**src/hw/core_decode_pkg.sv**
```systemverilog
/*
  Shared constants and types for the instruction decoder and the
  interrupt status block: register indices, bit positions, opcodes,
  cycle counts and the decoded instruction record.
  Assumes one instruction clock and AXI4-Lite register access.
*/
// Overview of operation
// - Low status: bits 4..0 flags, 7..5 unused
// - High status: bits 6..0 flags; watchdog debug-only
// - Flags latch the cycle after the event
// - Writing one never sets a flag
// - Supply-low flag follows level while enabled
// - Other sources are rising-edge triggered
// - Each 16-bit word decodes on its own
// - Direct 6-bit address reaches 0x00..0x3f
// - Indirect uses stored byte as pointer
// - Indirect form costs one extra cycle
// - File ops 0001,oooo,idff,ffff opcode nibbles
// - Destination bit one means file, else accumulator
// - Literal ops 0000,oooo,kkkk,kkkk one cycle
// - Bit ops 0011,ooib,bbff,ffff four kinds
// - Taken skip adds one cycle
// - Call 011 two cycles, jump 010 one
// - Far copies 10/11, two cycles each
// - Returns one cycle; fixed no-operation word
// - Flags affected per opcode within each class
// - Enabled pending flag calls vector, saves context
// - Interrupt return restores saved context
package core_decode_pkg;

  // Register indices; byte address is four times the index
  localparam logic [5:0] IDX_STATUS_LOW = 6'h06;
  localparam logic [5:0] IDX_ENABLE_LOW = 6'h07;
  localparam logic [5:0] IDX_STATUS_HIGH = 6'h08;
  localparam logic [5:0] IDX_ENABLE_HIGH = 6'h09;
  localparam logic [5:0] IDX_CORE_CTRL = 6'h0a;
  localparam logic [5:0] IDX_DECODE_INFO = 6'h0b;

  // Status layout
  localparam logic [7:0] LOW_USED_MASK = 8'h1f;
  localparam logic [7:0] HIGH_USED_MASK = 8'h7f;
  localparam int BIT_SUPPLY_LOW = 4;
  localparam int BIT_WATCHDOG = 6;
  localparam int BIT_GLOBAL_ENABLE = 0;
  localparam logic [7:0] STATUS_RESET = 8'h00;
  localparam logic [12:0] IRQ_VECTOR = 13'h17fe;
  localparam logic [5:0] LAST_REG_ADDR = 6'h17;
  localparam logic [1:0] RESP_OKAY = 2'h0;
  localparam logic [1:0] RESP_SLVERR = 2'h2;

  // Opcode nibbles, file group
  localparam logic [3:0] F_ADD = 4'h0, F_AND = 4'h1, F_CLR = 4'h2, F_COM = 4'h3;
  localparam logic [3:0] F_DEC = 4'h4, F_DECSZ = 4'h5, F_INC = 4'h6, F_INCSZ = 4'h7;
  localparam logic [3:0] F_LOAD = 4'h8, F_OR = 4'h9, F_STORE = 4'hb, F_ROTL = 4'hc;
  // Opcode nibbles, literal and return group
  localparam logic [3:0] L_AND = 4'h8, L_OR = 4'h9, L_LOAD = 4'ha, L_ADD = 4'hc;
  localparam logic [3:0] L_RETLIT = 4'h5, L_RET = 4'h7, L_IRET = 4'h4, L_NOP = 4'h1;
  localparam logic [7:0] NOP_LOW = 8'h01;
  localparam logic [7:0] ZERO_LOW = 8'h00;

  // Cycle counts
  localparam logic [1:0] CYC_ONE = 2'd1;
  localparam logic [1:0] CYC_TWO = 2'd2;

  // Flags affected mask {carry, digit carry, zero}
  localparam logic [2:0] FL_NONE = 3'b000;
  localparam logic [2:0] FL_Z = 3'b001;
  localparam logic [2:0] FL_C = 3'b100;
  localparam logic [2:0] FL_CDZ = 3'b111;

  typedef enum logic [3:0] {
    CLS_NOP = 4'h0, CLS_FILE = 4'h1, CLS_LIT = 4'h2, CLS_BIT = 4'h3,
    CLS_JUMP = 4'h4, CLS_CALL = 4'h5, CLS_FAR_TO_NEAR = 4'h6,
    CLS_NEAR_TO_FAR = 4'h7, CLS_RET = 4'h8, CLS_RETLIT = 4'h9,
    CLS_IRET = 4'ha, CLS_ILLEGAL = 4'hf
  } op_class_t;

  typedef enum logic [0:0] {
    IRQ_IDLE = 1'b0,
    IRQ_SERVICE = 1'b1
  } irq_state_t;

  // One decoded instruction
  typedef struct packed {
    logic valid;
    op_class_t op_class;
    logic [3:0] opcode;
    logic indirect;
    logic dest_file;
    logic [5:0] near_addr;
    logic reg_space;
    logic [7:0] literal;
    logic [2:0] bit_idx;
    logic [12:0] target;
    logic [1:0] cycles;
    logic [1:0] cycles_skip;
    logic is_skip;
    logic [2:0] flags_mask;
  } decode_t;

  // Peripheral event lines
  typedef struct packed {
    logic [4:0] low;
    logic [6:0] high;
  } irq_events_t;

endpackage

```
**src/hw/risc_core_decode.sv**
```systemverilog
/*
  Instruction decoder with the two interrupt status registers and the
  interrupt entry/return sequencing, behind an AXI4-Lite slave.
  Assumes instruction words and peripheral events come from logic on
  the same clock, and that the core executes what it is handed.
*/
// The implementer's own choice: the AXI4-Lite register port.
`timescale 1ns/1ns
module risc_core_decode
  import core_decode_pkg::*;
#(
  parameter int ADDR_WIDTH = 8
) (
  // Clock and reset
  input wire logic aclk,
  input wire logic aresetn,
  // AXI4-Lite write
  input wire logic [ADDR_WIDTH-1:0] s_axi_awaddr,
  input wire logic s_axi_awvalid,
  output logic s_axi_awready,
  input wire logic [31:0] s_axi_wdata,
  input wire logic [3:0] s_axi_wstrb,
  input wire logic s_axi_wvalid,
  output logic s_axi_wready,
  output logic [1:0] s_axi_bresp,
  output logic s_axi_bvalid,
  input wire logic s_axi_bready,
  // AXI4-Lite read
  input wire logic [ADDR_WIDTH-1:0] s_axi_araddr,
  input wire logic s_axi_arvalid,
  output logic s_axi_arready,
  output logic [31:0] s_axi_rdata,
  output logic [1:0] s_axi_rresp,
  output logic s_axi_rvalid,
  input wire logic s_axi_rready,
  // Program memory side
  input wire logic instr_valid,
  input wire logic [15:0] instr_word,
  output decode_t decoded,
  // Core context
  input wire logic [12:0] pc_now,
  input wire logic [2:0] flags_now,
  output logic irq_call,
  output logic [12:0] irq_target,
  output logic ctx_restore,
  output logic [12:0] restore_pc,
  output logic [2:0] restore_flags,
  // Peripheral events
  input wire irq_events_t events,
  input wire logic debug_mode
);

  // Index decode reads address bits 7..2, so narrower buses cannot work
  if (ADDR_WIDTH < 8 || ADDR_WIDTH > 32) begin : g_bad_width
    $error("ADDR_WIDTH must be 8 to 32");
  end

  // Instruction decode, purely from the fetched word
  decode_t dec_next, dec_reg;
  logic [3:0] nib;
  always_comb begin
    nib = instr_word[11:8];
    dec_next = '0;
    dec_next.valid = instr_valid;
    dec_next.opcode = nib;
    dec_next.indirect = instr_word[7];
    dec_next.dest_file = instr_word[6];
    dec_next.near_addr = instr_word[5:0];
    dec_next.reg_space = (instr_word[5:0] <= LAST_REG_ADDR);
    dec_next.literal = instr_word[7:0];
    dec_next.bit_idx = instr_word[8:6];
    dec_next.target = instr_word[12:0];
    dec_next.cycles = CYC_ONE;
    dec_next.flags_mask = FL_NONE;
    dec_next.op_class = CLS_ILLEGAL;
    if (instr_word[15]) begin
      // Far copies keep the far byte in bits 13..6
      dec_next.op_class = instr_word[14] ? CLS_NEAR_TO_FAR : CLS_FAR_TO_NEAR;
      dec_next.literal = instr_word[13:6];
      dec_next.indirect = 1'b0;
      dec_next.cycles = CYC_TWO;
    end else if (instr_word[14]) begin
      // Branches
      dec_next.indirect = 1'b0;
      if (instr_word[13]) begin
        dec_next.op_class = CLS_CALL;
        dec_next.cycles = CYC_TWO;
      end else begin
        dec_next.op_class = CLS_JUMP;
      end
    end else begin
      case (instr_word[13:12])
        2'b11: begin
          // Bit group: op in 11..10, index in 8..6
          dec_next.op_class = CLS_BIT;
          dec_next.opcode = {2'b00, instr_word[11:10]};
          dec_next.indirect = instr_word[9];
          dec_next.dest_file = 1'b1;
          dec_next.is_skip = instr_word[11];
          dec_next.cycles = instr_word[9] ? CYC_TWO : CYC_ONE;
        end
        2'b01: begin
          // File group
          dec_next.op_class = CLS_FILE;
          dec_next.cycles = instr_word[7] ? CYC_TWO : CYC_ONE;
          case (nib)
            F_ADD: dec_next.flags_mask = FL_CDZ;
            F_AND, F_COM, F_DEC, F_INC, F_OR: dec_next.flags_mask = FL_Z;
            F_CLR, F_LOAD: dec_next.flags_mask = FL_Z;
            F_ROTL: dec_next.flags_mask = FL_C;
            F_DECSZ, F_INCSZ: dec_next.is_skip = 1'b1;
            F_STORE: dec_next.dest_file = 1'b1;
            default: dec_next.op_class = CLS_ILLEGAL;
          endcase
        end
        2'b00: begin
          // Literal and return group
          dec_next.indirect = 1'b0;
          dec_next.dest_file = 1'b0;
          case (nib)
            L_AND, L_OR: begin
              dec_next.op_class = CLS_LIT;
              dec_next.flags_mask = FL_Z;
            end
            L_ADD: begin
              dec_next.op_class = CLS_LIT;
              dec_next.flags_mask = FL_CDZ;
            end
            L_LOAD: dec_next.op_class = CLS_LIT;
            L_RETLIT: dec_next.op_class = CLS_RETLIT;
            L_RET: begin
              if (instr_word[7:0] == ZERO_LOW) begin
                dec_next.op_class = CLS_RET;
              end
            end
            L_IRET: begin
              if (instr_word[7:0] == ZERO_LOW) begin
                dec_next.op_class = CLS_IRET;
              end
            end
            L_NOP: begin
              if (instr_word[7:0] == NOP_LOW) begin
                dec_next.op_class = CLS_NOP;
              end
            end
            default: dec_next.op_class = CLS_ILLEGAL;
          endcase
        end
        default: dec_next.op_class = CLS_ILLEGAL;
      endcase
    end
    // A taken skip costs one more cycle
    dec_next.cycles_skip = dec_next.is_skip ? 2'(dec_next.cycles + CYC_ONE) : dec_next.cycles;
  end

  always_ff @(posedge aclk) begin
    if (!aresetn) begin
      dec_reg <= '0;
    end else begin
      dec_reg <= dec_next;
    end
  end
  assign decoded = dec_reg;

  // Register bus: address and data may arrive in either order
  logic aw_full_reg, aw_full_next, w_full_reg, w_full_next;
  logic [5:0] aw_idx_reg, aw_idx_next;
  logic [7:0] wbyte_reg, wbyte_next;
  logic wlane_reg, wlane_next;
  logic bvalid_reg, bvalid_next;
  logic [1:0] bresp_reg, bresp_next;
  logic wr_fire;
  always_comb begin
    aw_full_next = aw_full_reg;
    w_full_next = w_full_reg;
    aw_idx_next = aw_idx_reg;
    wbyte_next = wbyte_reg;
    wlane_next = wlane_reg;
    bvalid_next = bvalid_reg;
    bresp_next = bresp_reg;
    wr_fire = aw_full_reg && w_full_reg && !bvalid_reg;
    if (s_axi_awvalid && s_axi_awready) begin
      aw_full_next = 1'b1;
      aw_idx_next = s_axi_awaddr[7:2];
    end
    if (s_axi_wvalid && s_axi_wready) begin
      w_full_next = 1'b1;
      wbyte_next = s_axi_wdata[7:0];
      wlane_next = s_axi_wstrb[0];
    end
    if (wr_fire) begin
      aw_full_next = 1'b0;
      w_full_next = 1'b0;
      bvalid_next = 1'b1;
      bresp_next = (aw_idx_reg >= IDX_STATUS_LOW && aw_idx_reg <= IDX_DECODE_INFO)
                   ? RESP_OKAY : RESP_SLVERR;
    end else if (bvalid_reg && s_axi_bready) begin
      bvalid_next = 1'b0;
    end
  end
  assign s_axi_awready = !aw_full_reg;
  assign s_axi_wready = !w_full_reg;
  assign s_axi_bvalid = bvalid_reg;
  assign s_axi_bresp = bresp_reg;

  always_ff @(posedge aclk) begin
    if (!aresetn) begin
      aw_full_reg <= 1'b0;
      w_full_reg <= 1'b0;
      aw_idx_reg <= 6'h00;
      wbyte_reg <= 8'h00;
      wlane_reg <= 1'b0;
      bvalid_reg <= 1'b0;
      bresp_reg <= RESP_OKAY;
    end else begin
      aw_full_reg <= aw_full_next;
      w_full_reg <= w_full_next;
      aw_idx_reg <= aw_idx_next;
      wbyte_reg <= wbyte_next;
      wlane_reg <= wlane_next;
      bvalid_reg <= bvalid_next;
      bresp_reg <= bresp_next;
    end
  end

  // Write strobes per register; byte lane 0 carries all data
  logic wr_slow, wr_shigh, wr_elow, wr_ehigh, wr_ctrl;
  assign wr_slow = wr_fire && wlane_reg && aw_idx_reg == IDX_STATUS_LOW;
  assign wr_shigh = wr_fire && wlane_reg && aw_idx_reg == IDX_STATUS_HIGH;
  assign wr_elow = wr_fire && wlane_reg && aw_idx_reg == IDX_ENABLE_LOW;
  assign wr_ehigh = wr_fire && wlane_reg && aw_idx_reg == IDX_ENABLE_HIGH;
  assign wr_ctrl = wr_fire && wlane_reg && aw_idx_reg == IDX_CORE_CTRL;

  // Status flags: edge-detected events, level supply-low, set beats clear
  logic [7:0] stat_low_reg, stat_low_next, stat_high_reg, stat_high_next;
  logic [7:0] en_low_reg, en_low_next, en_high_reg, en_high_next;
  logic [7:0] ctrl_reg, ctrl_next;
  irq_events_t ev_prev_reg;
  logic [7:0] set_low, set_high, keep_low, keep_high;
  always_comb begin
    // Edge sources set once per rising edge
    set_low = {3'b000, events.low & ~ev_prev_reg.low} & LOW_USED_MASK;
    set_high = {1'b0, events.high & ~ev_prev_reg.high} & HIGH_USED_MASK;
    // Supply-low follows its level while enabled
    set_high[BIT_SUPPLY_LOW] = events.high[BIT_SUPPLY_LOW] && en_high_reg[BIT_SUPPLY_LOW];
    // Watchdog counts only while debugging
    set_high[BIT_WATCHDOG] = set_high[BIT_WATCHDOG] && debug_mode;
    // Write zero clears, write one leaves the bit alone
    keep_low = wr_slow ? wbyte_reg : 8'hff;
    keep_high = wr_shigh ? wbyte_reg : 8'hff;
    // Next-cycle latch; unused bits forced low
    stat_low_next = ((stat_low_reg & keep_low) | set_low) & LOW_USED_MASK;
    stat_high_next = ((stat_high_reg & keep_high) | set_high) & HIGH_USED_MASK;
    en_low_next = wr_elow ? (wbyte_reg & LOW_USED_MASK) : en_low_reg;
    en_high_next = wr_ehigh ? (wbyte_reg & HIGH_USED_MASK) : en_high_reg;
    ctrl_next = wr_ctrl ? {7'h00, wbyte_reg[BIT_GLOBAL_ENABLE]} : ctrl_reg;
  end

  always_ff @(posedge aclk) begin
    if (!aresetn) begin
      stat_low_reg <= STATUS_RESET;
      stat_high_reg <= STATUS_RESET;
      en_low_reg <= STATUS_RESET;
      en_high_reg <= STATUS_RESET;
      ctrl_reg <= STATUS_RESET;
      ev_prev_reg <= '0;
    end else begin
      stat_low_reg <= stat_low_next;
      stat_high_reg <= stat_high_next;
      en_low_reg <= en_low_next;
      en_high_reg <= en_high_next;
      ctrl_reg <= ctrl_next;
      ev_prev_reg <= events;
    end
  end

  // Interrupt entry and return; no nesting, so one shadow suffices
  irq_state_t irq_state_reg, irq_state_next;
  logic [12:0] shadow_pc_reg, shadow_pc_next;
  logic [2:0] shadow_fl_reg, shadow_fl_next;
  logic call_reg, call_next, restore_reg, restore_next;
  logic pending;
  assign pending = |(stat_low_reg & en_low_reg) || |(stat_high_reg & en_high_reg);
  always_comb begin
    irq_state_next = irq_state_reg;
    shadow_pc_next = shadow_pc_reg;
    shadow_fl_next = shadow_fl_reg;
    call_next = 1'b0;
    restore_next = 1'b0;
    case (irq_state_reg)
      IRQ_IDLE: begin
        if (pending && ctrl_reg[BIT_GLOBAL_ENABLE]) begin
          // Save pc and flags, never the accumulator
          irq_state_next = IRQ_SERVICE;
          shadow_pc_next = pc_now;
          shadow_fl_next = flags_now;
          call_next = 1'b1;
        end
      end
      IRQ_SERVICE: begin
        if (dec_reg.valid && dec_reg.op_class == CLS_IRET) begin
          irq_state_next = IRQ_IDLE;
          restore_next = 1'b1;
        end
      end
      default: irq_state_next = IRQ_IDLE;
    endcase
  end

  always_ff @(posedge aclk) begin
    if (!aresetn) begin
      irq_state_reg <= IRQ_IDLE;
      shadow_pc_reg <= 13'h0000;
      shadow_fl_reg <= 3'b000;
      call_reg <= 1'b0;
      restore_reg <= 1'b0;
    end else begin
      irq_state_reg <= irq_state_next;
      shadow_pc_reg <= shadow_pc_next;
      shadow_fl_reg <= shadow_fl_next;
      call_reg <= call_next;
      restore_reg <= restore_next;
    end
  end
  assign irq_call = call_reg;
  assign irq_target = IRQ_VECTOR;
  assign ctx_restore = restore_reg;
  assign restore_pc = shadow_pc_reg;
  assign restore_flags = shadow_fl_reg;

  // Read channel: one outstanding read, answer one cycle after address
  logic rvalid_reg, rvalid_next;
  logic [31:0] rdata_reg, rdata_next;
  logic [1:0] rresp_reg, rresp_next;
  always_comb begin
    rvalid_next = rvalid_reg;
    rdata_next = rdata_reg;
    rresp_next = rresp_reg;
    if (s_axi_arvalid && s_axi_arready) begin
      rvalid_next = 1'b1;
      rresp_next = RESP_OKAY;
      case (s_axi_araddr[7:2])
        IDX_STATUS_LOW: rdata_next = {24'h000000, stat_low_reg};
        IDX_ENABLE_LOW: rdata_next = {24'h000000, en_low_reg};
        IDX_STATUS_HIGH: rdata_next = {24'h000000, stat_high_reg};
        IDX_ENABLE_HIGH: rdata_next = {24'h000000, en_high_reg};
        IDX_CORE_CTRL: rdata_next = {23'h000000, irq_state_reg, ctrl_reg};
        IDX_DECODE_INFO: rdata_next = {16'h0000, dec_reg.cycles_skip, dec_reg.cycles,
                                       dec_reg.flags_mask, dec_reg.is_skip,
                                       dec_reg.op_class, dec_reg.indirect,
                                       dec_reg.dest_file, dec_reg.valid, 1'b0};
        default: begin
          rdata_next = 32'h00000000;
          rresp_next = RESP_SLVERR;
        end
      endcase
    end else if (rvalid_reg && s_axi_rready) begin
      rvalid_next = 1'b0;
    end
  end
  assign s_axi_arready = !rvalid_reg;
  assign s_axi_rvalid = rvalid_reg;
  assign s_axi_rdata = rdata_reg;
  assign s_axi_rresp = rresp_reg;

  always_ff @(posedge aclk) begin
    if (!aresetn) begin
      rvalid_reg <= 1'b0;
      rdata_reg <= 32'h00000000;
      rresp_reg <= RESP_OKAY;
    end else begin
      rvalid_reg <= rvalid_next;
      rdata_reg <= rdata_next;
      rresp_reg <= rresp_next;
    end
  end

  // Checks on status layout, latching, decode timing and context
  property p_low_unused;
    @(posedge aclk) disable iff (!aresetn) stat_low_reg[7:5] == 3'b000;
  endproperty
  a_low_unused: assert property (p_low_unused) else $error("low status unused set");

  property p_high_unused;
    @(posedge aclk) disable iff (!aresetn) stat_high_reg[7] == 1'b0;
  endproperty
  a_high_unused: assert property (p_high_unused) else $error("high status bit 7 set");

  property p_latch_next;
    @(posedge aclk) disable iff (!aresetn)
      (events.low[0] && !ev_prev_reg.low[0]) |=> stat_low_reg[0];
  endproperty
  a_latch_next: assert property (p_latch_next) else $error("flag not latched next");

  property p_write_one;
    @(posedge aclk) disable iff (!aresetn)
      (!stat_low_reg[1] && !set_low[1] && wr_slow) |=> !stat_low_reg[1];
  endproperty
  a_write_one: assert property (p_write_one) else $error("write set a flag");

  property p_level;
    @(posedge aclk) disable iff (!aresetn)
      (events.high[BIT_SUPPLY_LOW] && en_high_reg[BIT_SUPPLY_LOW])
        |=> stat_high_reg[BIT_SUPPLY_LOW];
  endproperty
  a_level: assert property (p_level) else $error("supply-low not held");

  property p_edge_only;
    @(posedge aclk) disable iff (!aresetn)
      $rose(stat_low_reg[2]) |-> $past(events.low[2]) && !$past(ev_prev_reg.low[2]);
  endproperty
  a_edge_only: assert property (p_edge_only) else $error("flag set without edge");

  property p_indirect;
    @(posedge aclk) disable iff (!aresetn)
      (instr_valid && instr_word[15:12] == 4'h1 && instr_word[7]) |=> dec_reg.cycles == 2'd2;
  endproperty
  a_indirect: assert property (p_indirect) else $error("indirect not two cycles");

  property p_skip;
    @(posedge aclk) disable iff (!aresetn)
      dec_reg.is_skip |-> dec_reg.cycles_skip == dec_reg.cycles + 2'd1;
  endproperty
  a_skip: assert property (p_skip) else $error("skip cost wrong");

  property p_branch;
    @(posedge aclk) disable iff (!aresetn)
      (instr_valid && instr_word[15:14] == 2'b01)
        |=> dec_reg.cycles == (dec_reg.op_class == CLS_CALL ? 2'd2 : 2'd1);
  endproperty
  a_branch: assert property (p_branch) else $error("branch cycles wrong");

  property p_add_flags;
    @(posedge aclk) disable iff (!aresetn)
      (instr_valid && instr_word[15:8] == 8'h0c) |=> dec_reg.flags_mask == 3'b111;
  endproperty
  a_add_flags: assert property (p_add_flags) else $error("add flags wrong");

  property p_call_ctx;
    @(posedge aclk) disable iff (!aresetn)
      irq_call |-> shadow_pc_reg == $past(pc_now) && irq_target == 13'h17fe;
  endproperty
  a_call_ctx: assert property (p_call_ctx) else $error("context not saved");

  property p_restore;
    @(posedge aclk) disable iff (!aresetn)
      ctx_restore |-> $past(dec_reg.op_class) == CLS_IRET && restore_pc == $past(shadow_pc_reg);
  endproperty
  a_restore: assert property (p_restore) else $error("bad restore");

  c_irq_round: cover property (@(posedge aclk) disable iff (!aresetn)
    irq_call ##[1:50] ctx_restore);
  c_clear_flag: cover property (@(posedge aclk) disable iff (!aresetn)
    $fell(stat_high_reg[2]));
  c_skip_indirect: cover property (@(posedge aclk) disable iff (!aresetn)
    dec_reg.is_skip && dec_reg.indirect);

endmodule

```
**config.mk**
```make
export PLATFORM = sky130hd
export DESIGN_NAME = risc_core_decode
export DESIGN_NICKNAME = d
export VERILOG_FILES = /design/src/hw/core_decode_pkg.sv /design/src/hw/risc_core_decode.sv
export SDC_FILE = /design/constraint.sdc
export NUM_CORES = 1
export LEC_CHECK = 0
export BUFFER_PORTS_ARGS = -buffer_cell sky130_fd_sc_hd__buf_4
export CAP_MARGIN = 0
export CORE_MARGIN = 4
export CORE_UTILIZATION = 40
export CTS_CLUSTER_SIZE = 16
export DETAILED_ROUTE_END_ITERATION = 10
export PLACE_DENSITY_LB_ADDON = 0.05
export SLEW_MARGIN = 25
export SYNTH_ARGS = -nofsm -noshare
export SYNTH_HDL_FRONTEND = slang
export SYNTH_SLANG_ARGS = --single-unit
```
**constraint.sdc**
```tcl
create_clock -name aclk -period 3.5 [get_ports aclk]
set_input_delay 0.35 -clock aclk [delete_from_list [all_inputs] [get_ports aclk]]
set_output_delay 0.35 -clock aclk [all_outputs]
set_load 0.01 [all_outputs]
```
==> impl_metrics.py, run 1 <==
metrics = {
    "synth": {
        "synth.ff_latch_count": 132,
        "synth_cell_types": 64,
        "seq_area_frac_synth": 0.461,
        "synth_top_area_frac": 0.461,
        "ys.warnings.count": 0,
        "syn_inst": 624,
        "postSynthAreaPerCell_um2": 9.18,
        "synth_edf_count": 0,
        "ys.flop_type": "dfxtp_1",
        "yosys.area.top_type": "dfxtp_1",
        "ys_top_cells_by_area": "dfxtp_1, mux2i_1, buf_4",
        "async_flop_share": 0,
        "syn_area_mm2": 0.00573,
    },
    "critical_path": {
        "path_class": "reg2reg",
        "cp.required_ns": 3.79,
        "cp_max_fo": 7,
        "critPathArrivalTime_ns": 2.05,
        "end_kind": "flip-flop",
        "start_kind": "flip-flop",
    },
    "outcome": {
        "status": "finished, final reports clean",
    },
    "floorplan": {
        "initial_core_util": 0.411,
        "core_mm2": 0.0139,
        "die_area_mm2": 0.0163,
        "row_count": 43,
        "die_h_um": 128,
        "io_pins": 227,
        "die_x_um": 128,
    },
    "clocking": {
        "cts_tree": "built",
        "clk_pin_slew_ns": 0.05,
        "clock_sinks": 132,
        "ctsLongestPathBuffers": 2,
        "clk_latency_ns": 0.42,
        "ctsHoldBuffers": 0,
        "htree_levels": 4,
        "post_cts_buffers": 0,
        "cts_buffers": 17,
        "cts_root_buf": "clkbuf_16",
        "post_cts_resized": 0,
    },
    "grt": {
        "grt_overflow": 0,
        "antenna_found_initial": 0,
        "grt_pass1_vias": 4692,
        "grt_pass1_wl_um": 24200,
        "grt_max_degree": 43,
        "grt_usage": 0.189,
    },
    "power_and_ir_drop": {
        "peakVddDrop_v": 0.000310,
        "power.leakage_nw": 3.29,
        "powerDensity_mw_per_mm2": 502,
    },
    "timing": {
        "worstMarginPinSlew_ns": 0.775,
        "rsz0062_at_grt": "no",
        "period_needed_ns": 1.76,
        "fmax_mhz": 569,
        "max-slew-margin-rel": 0.478,
        "slew_violations": 0,
        "skew_ns": 0.00642,
        "fin_tns_setup_ns": 0,
        "setup_violations": 0,
        "hold_viol": 0,
        "fin_crit_sh": 0.503,
    },
    "finish": {
        "final_util": 0.534,
        "final_nets": 870,
        "synthToLayoutAreaGrowth_pct": 30.0,
        "layout-drive-gt1-share": 0.267,
        "fill_cells": 1305,
        "largest_reg_flops": 41,
        "diodes": 0,
    },
    "detailed_routing": {
        "drc_errors": 0,
        "ant_nets": 0,
        "avgRoutedWirePerCell_um": 16.0,
        "routed_wirelength_um": 15300,
        "dr_total_vias": 4836,
        "firstDrtPassIters": 4,
        "routed_via_density": 5.07,
        "drt_iter0_drc": 291,
    },
    "placed_design": {
        "gp_congestion": 0.798,
        "portBuffers": 163,
        "hpwl_um": 11100,
    },
    "job": {
        "cap_violations": 0,
    },
    "hold_path": {
        "hp-class": "in2reg",
    },
}
## layer usage
layer  global-route usage  routed length, um  vias to the layer above
li1                     -                  -                     2356
met2                0.299               7170                      182
met4               0.0743                283                        0
met5                    0                  0                        -
met1                0.238               6550                     2269
met3               0.0642               1290                       29
## cells by family (layout without fill, tap and decap cells)
kind of cell | count (synthesis) | in the layout | synth area share
flops | 132 | 132 | 0.461
compound gates | 100 | 100 | 0.116
simple gates | 228 | 228 | 0.208
fa+ha+maj | 4 | 4 | 0.00874
mux | 62 | 62 | 0.109
xor+xnor | 2 | 2 | 0.00306
other cells | 2 | 31 | 0.00131
buf+inv | 94 | 215 | 0.0922
## synthesized netlist by cell type (5+ instances only)
master and number:
dfxtp_1 132, nor2_1 67, mux2i_1 57, nand2_1 51, buf_4 42, and2_1 29
a21oi_1 28, clkbuf_1 22, a22oi_1 15, inv_1 15, nand2b_1 15, o21ai_1 14
nor2b_1 12, nor3_1 12, buf_2 8, o21ai_0 8, a31oi_1 5, buf_1 5
nand3_1 5, nand3b_1 5, nand4b_1 5
## final timing paths
path | from | endpoint | slack, ns | cells after the start
hold reg to reg | restore_pc[6] | restore_pc[6] | 0.46 | 2
setup reg to reg | aw_idx_reg[2] | en_high_reg[4] | 1.74 | 4
hold / removal | instr_word[5] | decoded[32] | 0.12 | 2
setup / recovery | aw_idx_reg[2] | en_high_reg[4] | 1.74 | 4
## placed cells by master (no fill, tap or decap), types with 5 or more instances in the layout
cell / synthesis / layout
nor3_1: 12 / 12
buf_4: 42 / 167
a21oi_1: 28 / 28
clkbuf_16: 0 / 17
nand2_1: 51 / 51
o21ai_1: 14 / 14
inv_1: 15 / 15
a22oi_1: 15 / 15
and2_1: 29 / 29
o21ai_0: 8 / 8
nor2_1: 67 / 67
nand3b_1: 5 / 5
nand2b_1: 15 / 15
nor2b_1: 12 / 11
dfxtp_1: 132 / 132
nand3_1: 5 / 5
mux2i_1: 57 / 57
clkinv_2: 0 / 5
conb_1: 2 / 31
nand4b_1: 5 / 5
## through the flow
stage                     cells  hold slack [ns]  total power, W  area, um2  setup WS (ns)
final                       954            0.122         0.00373       7440           1.74
after global routing        954            0.125         0.00390       7440           1.61
after CTS                   954            0.112         0.00378       7440           1.74
after detailed placement    922            0.449         0.00201       6850           1.60
after global placement      922            0.442         0.00200       6850           1.61
after floorplan             653            0.423         0.00186       5840           1.82
## final cells by class
class                      instances  area, um2  area share
clock buffer                      23        488      0.0655
clock inverter                     9        101      0.0136
tap                              180        225      0.0303
timing repair buffer             167       1250       0.168
inverter                          16       60.1     0.00807
sequential                       132       2640       0.355
multi-input combinational        427       2670       0.359
## power breakdown
part	internal (W)	switching [W]	total [W]
sequential	0.00156	0.0000417	0.00160
clock	0.00112	0.000640	0.00176
combinational	0.000175	0.000198	0.000374
total	0.00285	0.000880	0.00373
## critical path, cell delays in order, from the launching register on
cell and delay (ns):
dfxtp_1 0.33, nor4b_2 0.41, and4b_1 0.57, mux2i_1 0.26, nor2_1 0.05
(Power assumes the default switching activity.)
==> run 2, diff against run 1 <==
Clock period 3.5 ns to 1.4 ns, I/O delays scaled along.
==> run 2 against run 1 <==
The run now ends with setup timing left. Final cell count is 12% higher. Highest routed layer unchanged. Setup slack worse by 1.8 ns. Combinational power grew to 3.2 times the previous value. Critical path depth is 1 higher. Via count rose by 7.7%. Global-route usage increased by 1.4 points.
==> impl_metrics.py, run 2 (synthesized netlist as in run 1, its figures left out) <==
metrics = {
    "outcome": {
        "status": "finished with violations",
        "violations": "setup timing",
    },
    "floorplan": {
        "die_h_um": 128,
        "row_count": 43,
        "io_pins": 227,
        "die_x_um": 128,
        "core_mm2": 0.0139,
        "initial_core_util": 0.411,
        "die_area_mm2": 0.0163,
    },
    "critical_path": {
        "end_kind": "flip-flop",
        "rr_worst_depth": 5,
        "path_class": "reg2reg",
        "critical-path-max-stage-delay_ns": 0.32,
        "cp_max_fo": 17,
        "critPathArrivalTime_ns": 1.76,
        "start_kind": "flip-flop",
        "cp_cell_sequence": "a22o_1 -> a221oi_2 -> a31oi_2 -> buf_12 -> and2_4",
        "critPathSlowestCell": "dfxtp_2",
        "cp.required_ns": 1.72,
    },
    "placed_design": {
        "dp.cells": 982,
        "portBuffers": 163,
        "postPlaceCellArea_mm2": 0.00736,
        "hpwl_um": 12000,
        "gp_congestion": 0.870,
    },
    "timing": {
        "rsz0062_at_grt": "yes",
        "skew_ns": 0.00476,
        "period_needed_ns": 1.45,
        "fin_tns_setup_ns": -0.382,
        "fin_crit_sh": 1.03,
        "fin_ws_ns": -0.0467,
        "fmax_mhz": 691,
        "worstMarginPinSlew_ns": 0.539,
        "slew_violations": 0,
        "hold_viol": 0,
        "max-slew-margin-rel": 0.641,
        "setup_violations": 18,
    },
    "detailed_routing": {
        "drt_iter0_drc": 254,
        "drc_errors": 0,
        "avgRoutedWirePerCell_um": 15.7,
        "routed_via_density": 4.86,
        "routed_wirelength_um": 16800,
        "firstDrtPassIters": 5,
        "dr_total_vias": 5209,
        "ant_nets": 0,
    },
    "clocking": {
        "cts_buffers": 17,
        "cts_tree": "built",
        "clock_sinks": 132,
        "htree_levels": 4,
        "ctsLongestPathBuffers": 2,
        "clk_latency_ns": 0.42,
        "cts_root_buf": "clkbuf_16",
        "clk_pin_slew_ns": 0.06,
    },
    "finish": {
        "stdcell_area_mm2": 0.00859,
        "largest_reg_flops": 41,
        "layout_common_cells": "buf_4, dfxtp_1, nor2_1",
        "synthToLayoutAreaGrowth_pct": 50.1,
        "layout-drive-gt1-share": 0.328,
        "final_cell_count_no_fill": 1072,
        "final_util": 0.617,
        "final_common_cell": "buf_4",
        "diodes": 0,
        "final_nets": 988,
        "fill_cells": 1205,
    },
    "grt": {
        "grt_usage": 0.203,
        "grt_overflow": 0,
        "antenna_found_initial": 0,
        "grt_pass1_wl_um": 26100,
        "grt_max_degree": 50,
        "grt_pass1_vias": 5226,
    },
    "job": {
        "cap_violations": 0,
    },
    "power_and_ir_drop": {
        "finalPower_w": 0.00945,
        "powerDensity_mw_per_mm2": 1100,
        "peakVddDrop_v": 0.000735,
        "power.leakage_nw": 3.85,
    },
    "hold_path": {
        "hp-class": "in2reg",
        "holdPathStages": 2,
    },
}
run 2: changes by cell type in the layout (fill, tap and decap cells not counted), sizes merged:
cell and change:
bufinv -1, clkinv -1, dlygate4sd3 +56, clkinvlp +2, buf +62
run 2: report_power, final:
group	leakage (nW)	internal [W]	total (W)	switching, W
logic	2.49	0.000640	0.00121	0.000574
clock network	0.275	0.00261	0.00422	0.00161
registers	1.09	0.00391	0.00401	0.000103
run 2: worst max-delay path, delay by kind of cell (launching register included):
| kind | cells | cell delay [ns] |
|---|---|---|
| AO/OA/AOI/OAI | 3 | 0.66 |
| buffers and inverters | 1 | 0.20 |
| flip-flops | 1 | 0.32 |
| AND/OR/NAND/NOR | 1 | 0.16 |
run 2: layout make-up:
class                      count  area (um2)  area share
multi-input combinational    427        2760       0.321
sequential                   132        2650       0.309
timing repair buffer         285        2330       0.271
clock buffer                  23         488      0.0568
tap                          180         225      0.0262
clock inverter                 9        77.6     0.00903
inverter                      16        60.1     0.00699
run 2: repair_timing:
| item | CTS | global route |
|---|---|---|
| hold endpoints to repair | 69 | 0 |
| hold buffers | 56 | 0 |
| buffers inserted | 2 | 0 |
| pin swaps | 3 | 5 |
| gates resized for setup | 3 | 24 |
| setup endpoints to repair | 24 | 43 |
run 2: path summary, 6_finish.rpt:
check | start | slack (ns) | end
max | stat_low_reg[3] | -0.05 | irq_call
min | instr_word[9] | 0.03 | decoded[17]
max reg2reg | stat_low_reg[3] | -0.05 | irq_call
min reg2reg | restore_pc[8] | 0.45 | restore_pc[8]
run 2: per-layer routing:
| layer | up-vias | GRT usage | routed length (um) | part of all wire |
|---|---|---|---|---|
| met5 | - | 0 | 0 | 0 |
| met4 | 0 | 0.0836 | 382 | 0.023 |
| met3 | 30 | 0.0575 | 1090 | 0.065 |
| met2 | 174 | 0.333 | 8020 | 0.48 |
| met1 | 2413 | 0.251 | 7310 | 0.44 |
| li1 | 2592 | - | - | - |
run 2: metrics by stage:
| stage | hold WS [ns] | setup slack, ns |
|---|---|---|
| finish | 0.0262 | -0.0467 |
| floorplan | 0.213 | -0.0170 |
| global placement | 0.345 | -0.0611 |
| global route | 0.0184 | -0.0902 |
| detailed placement | 0.353 | -0.100 |
| CTS | 0.00187 | -0.0559 |
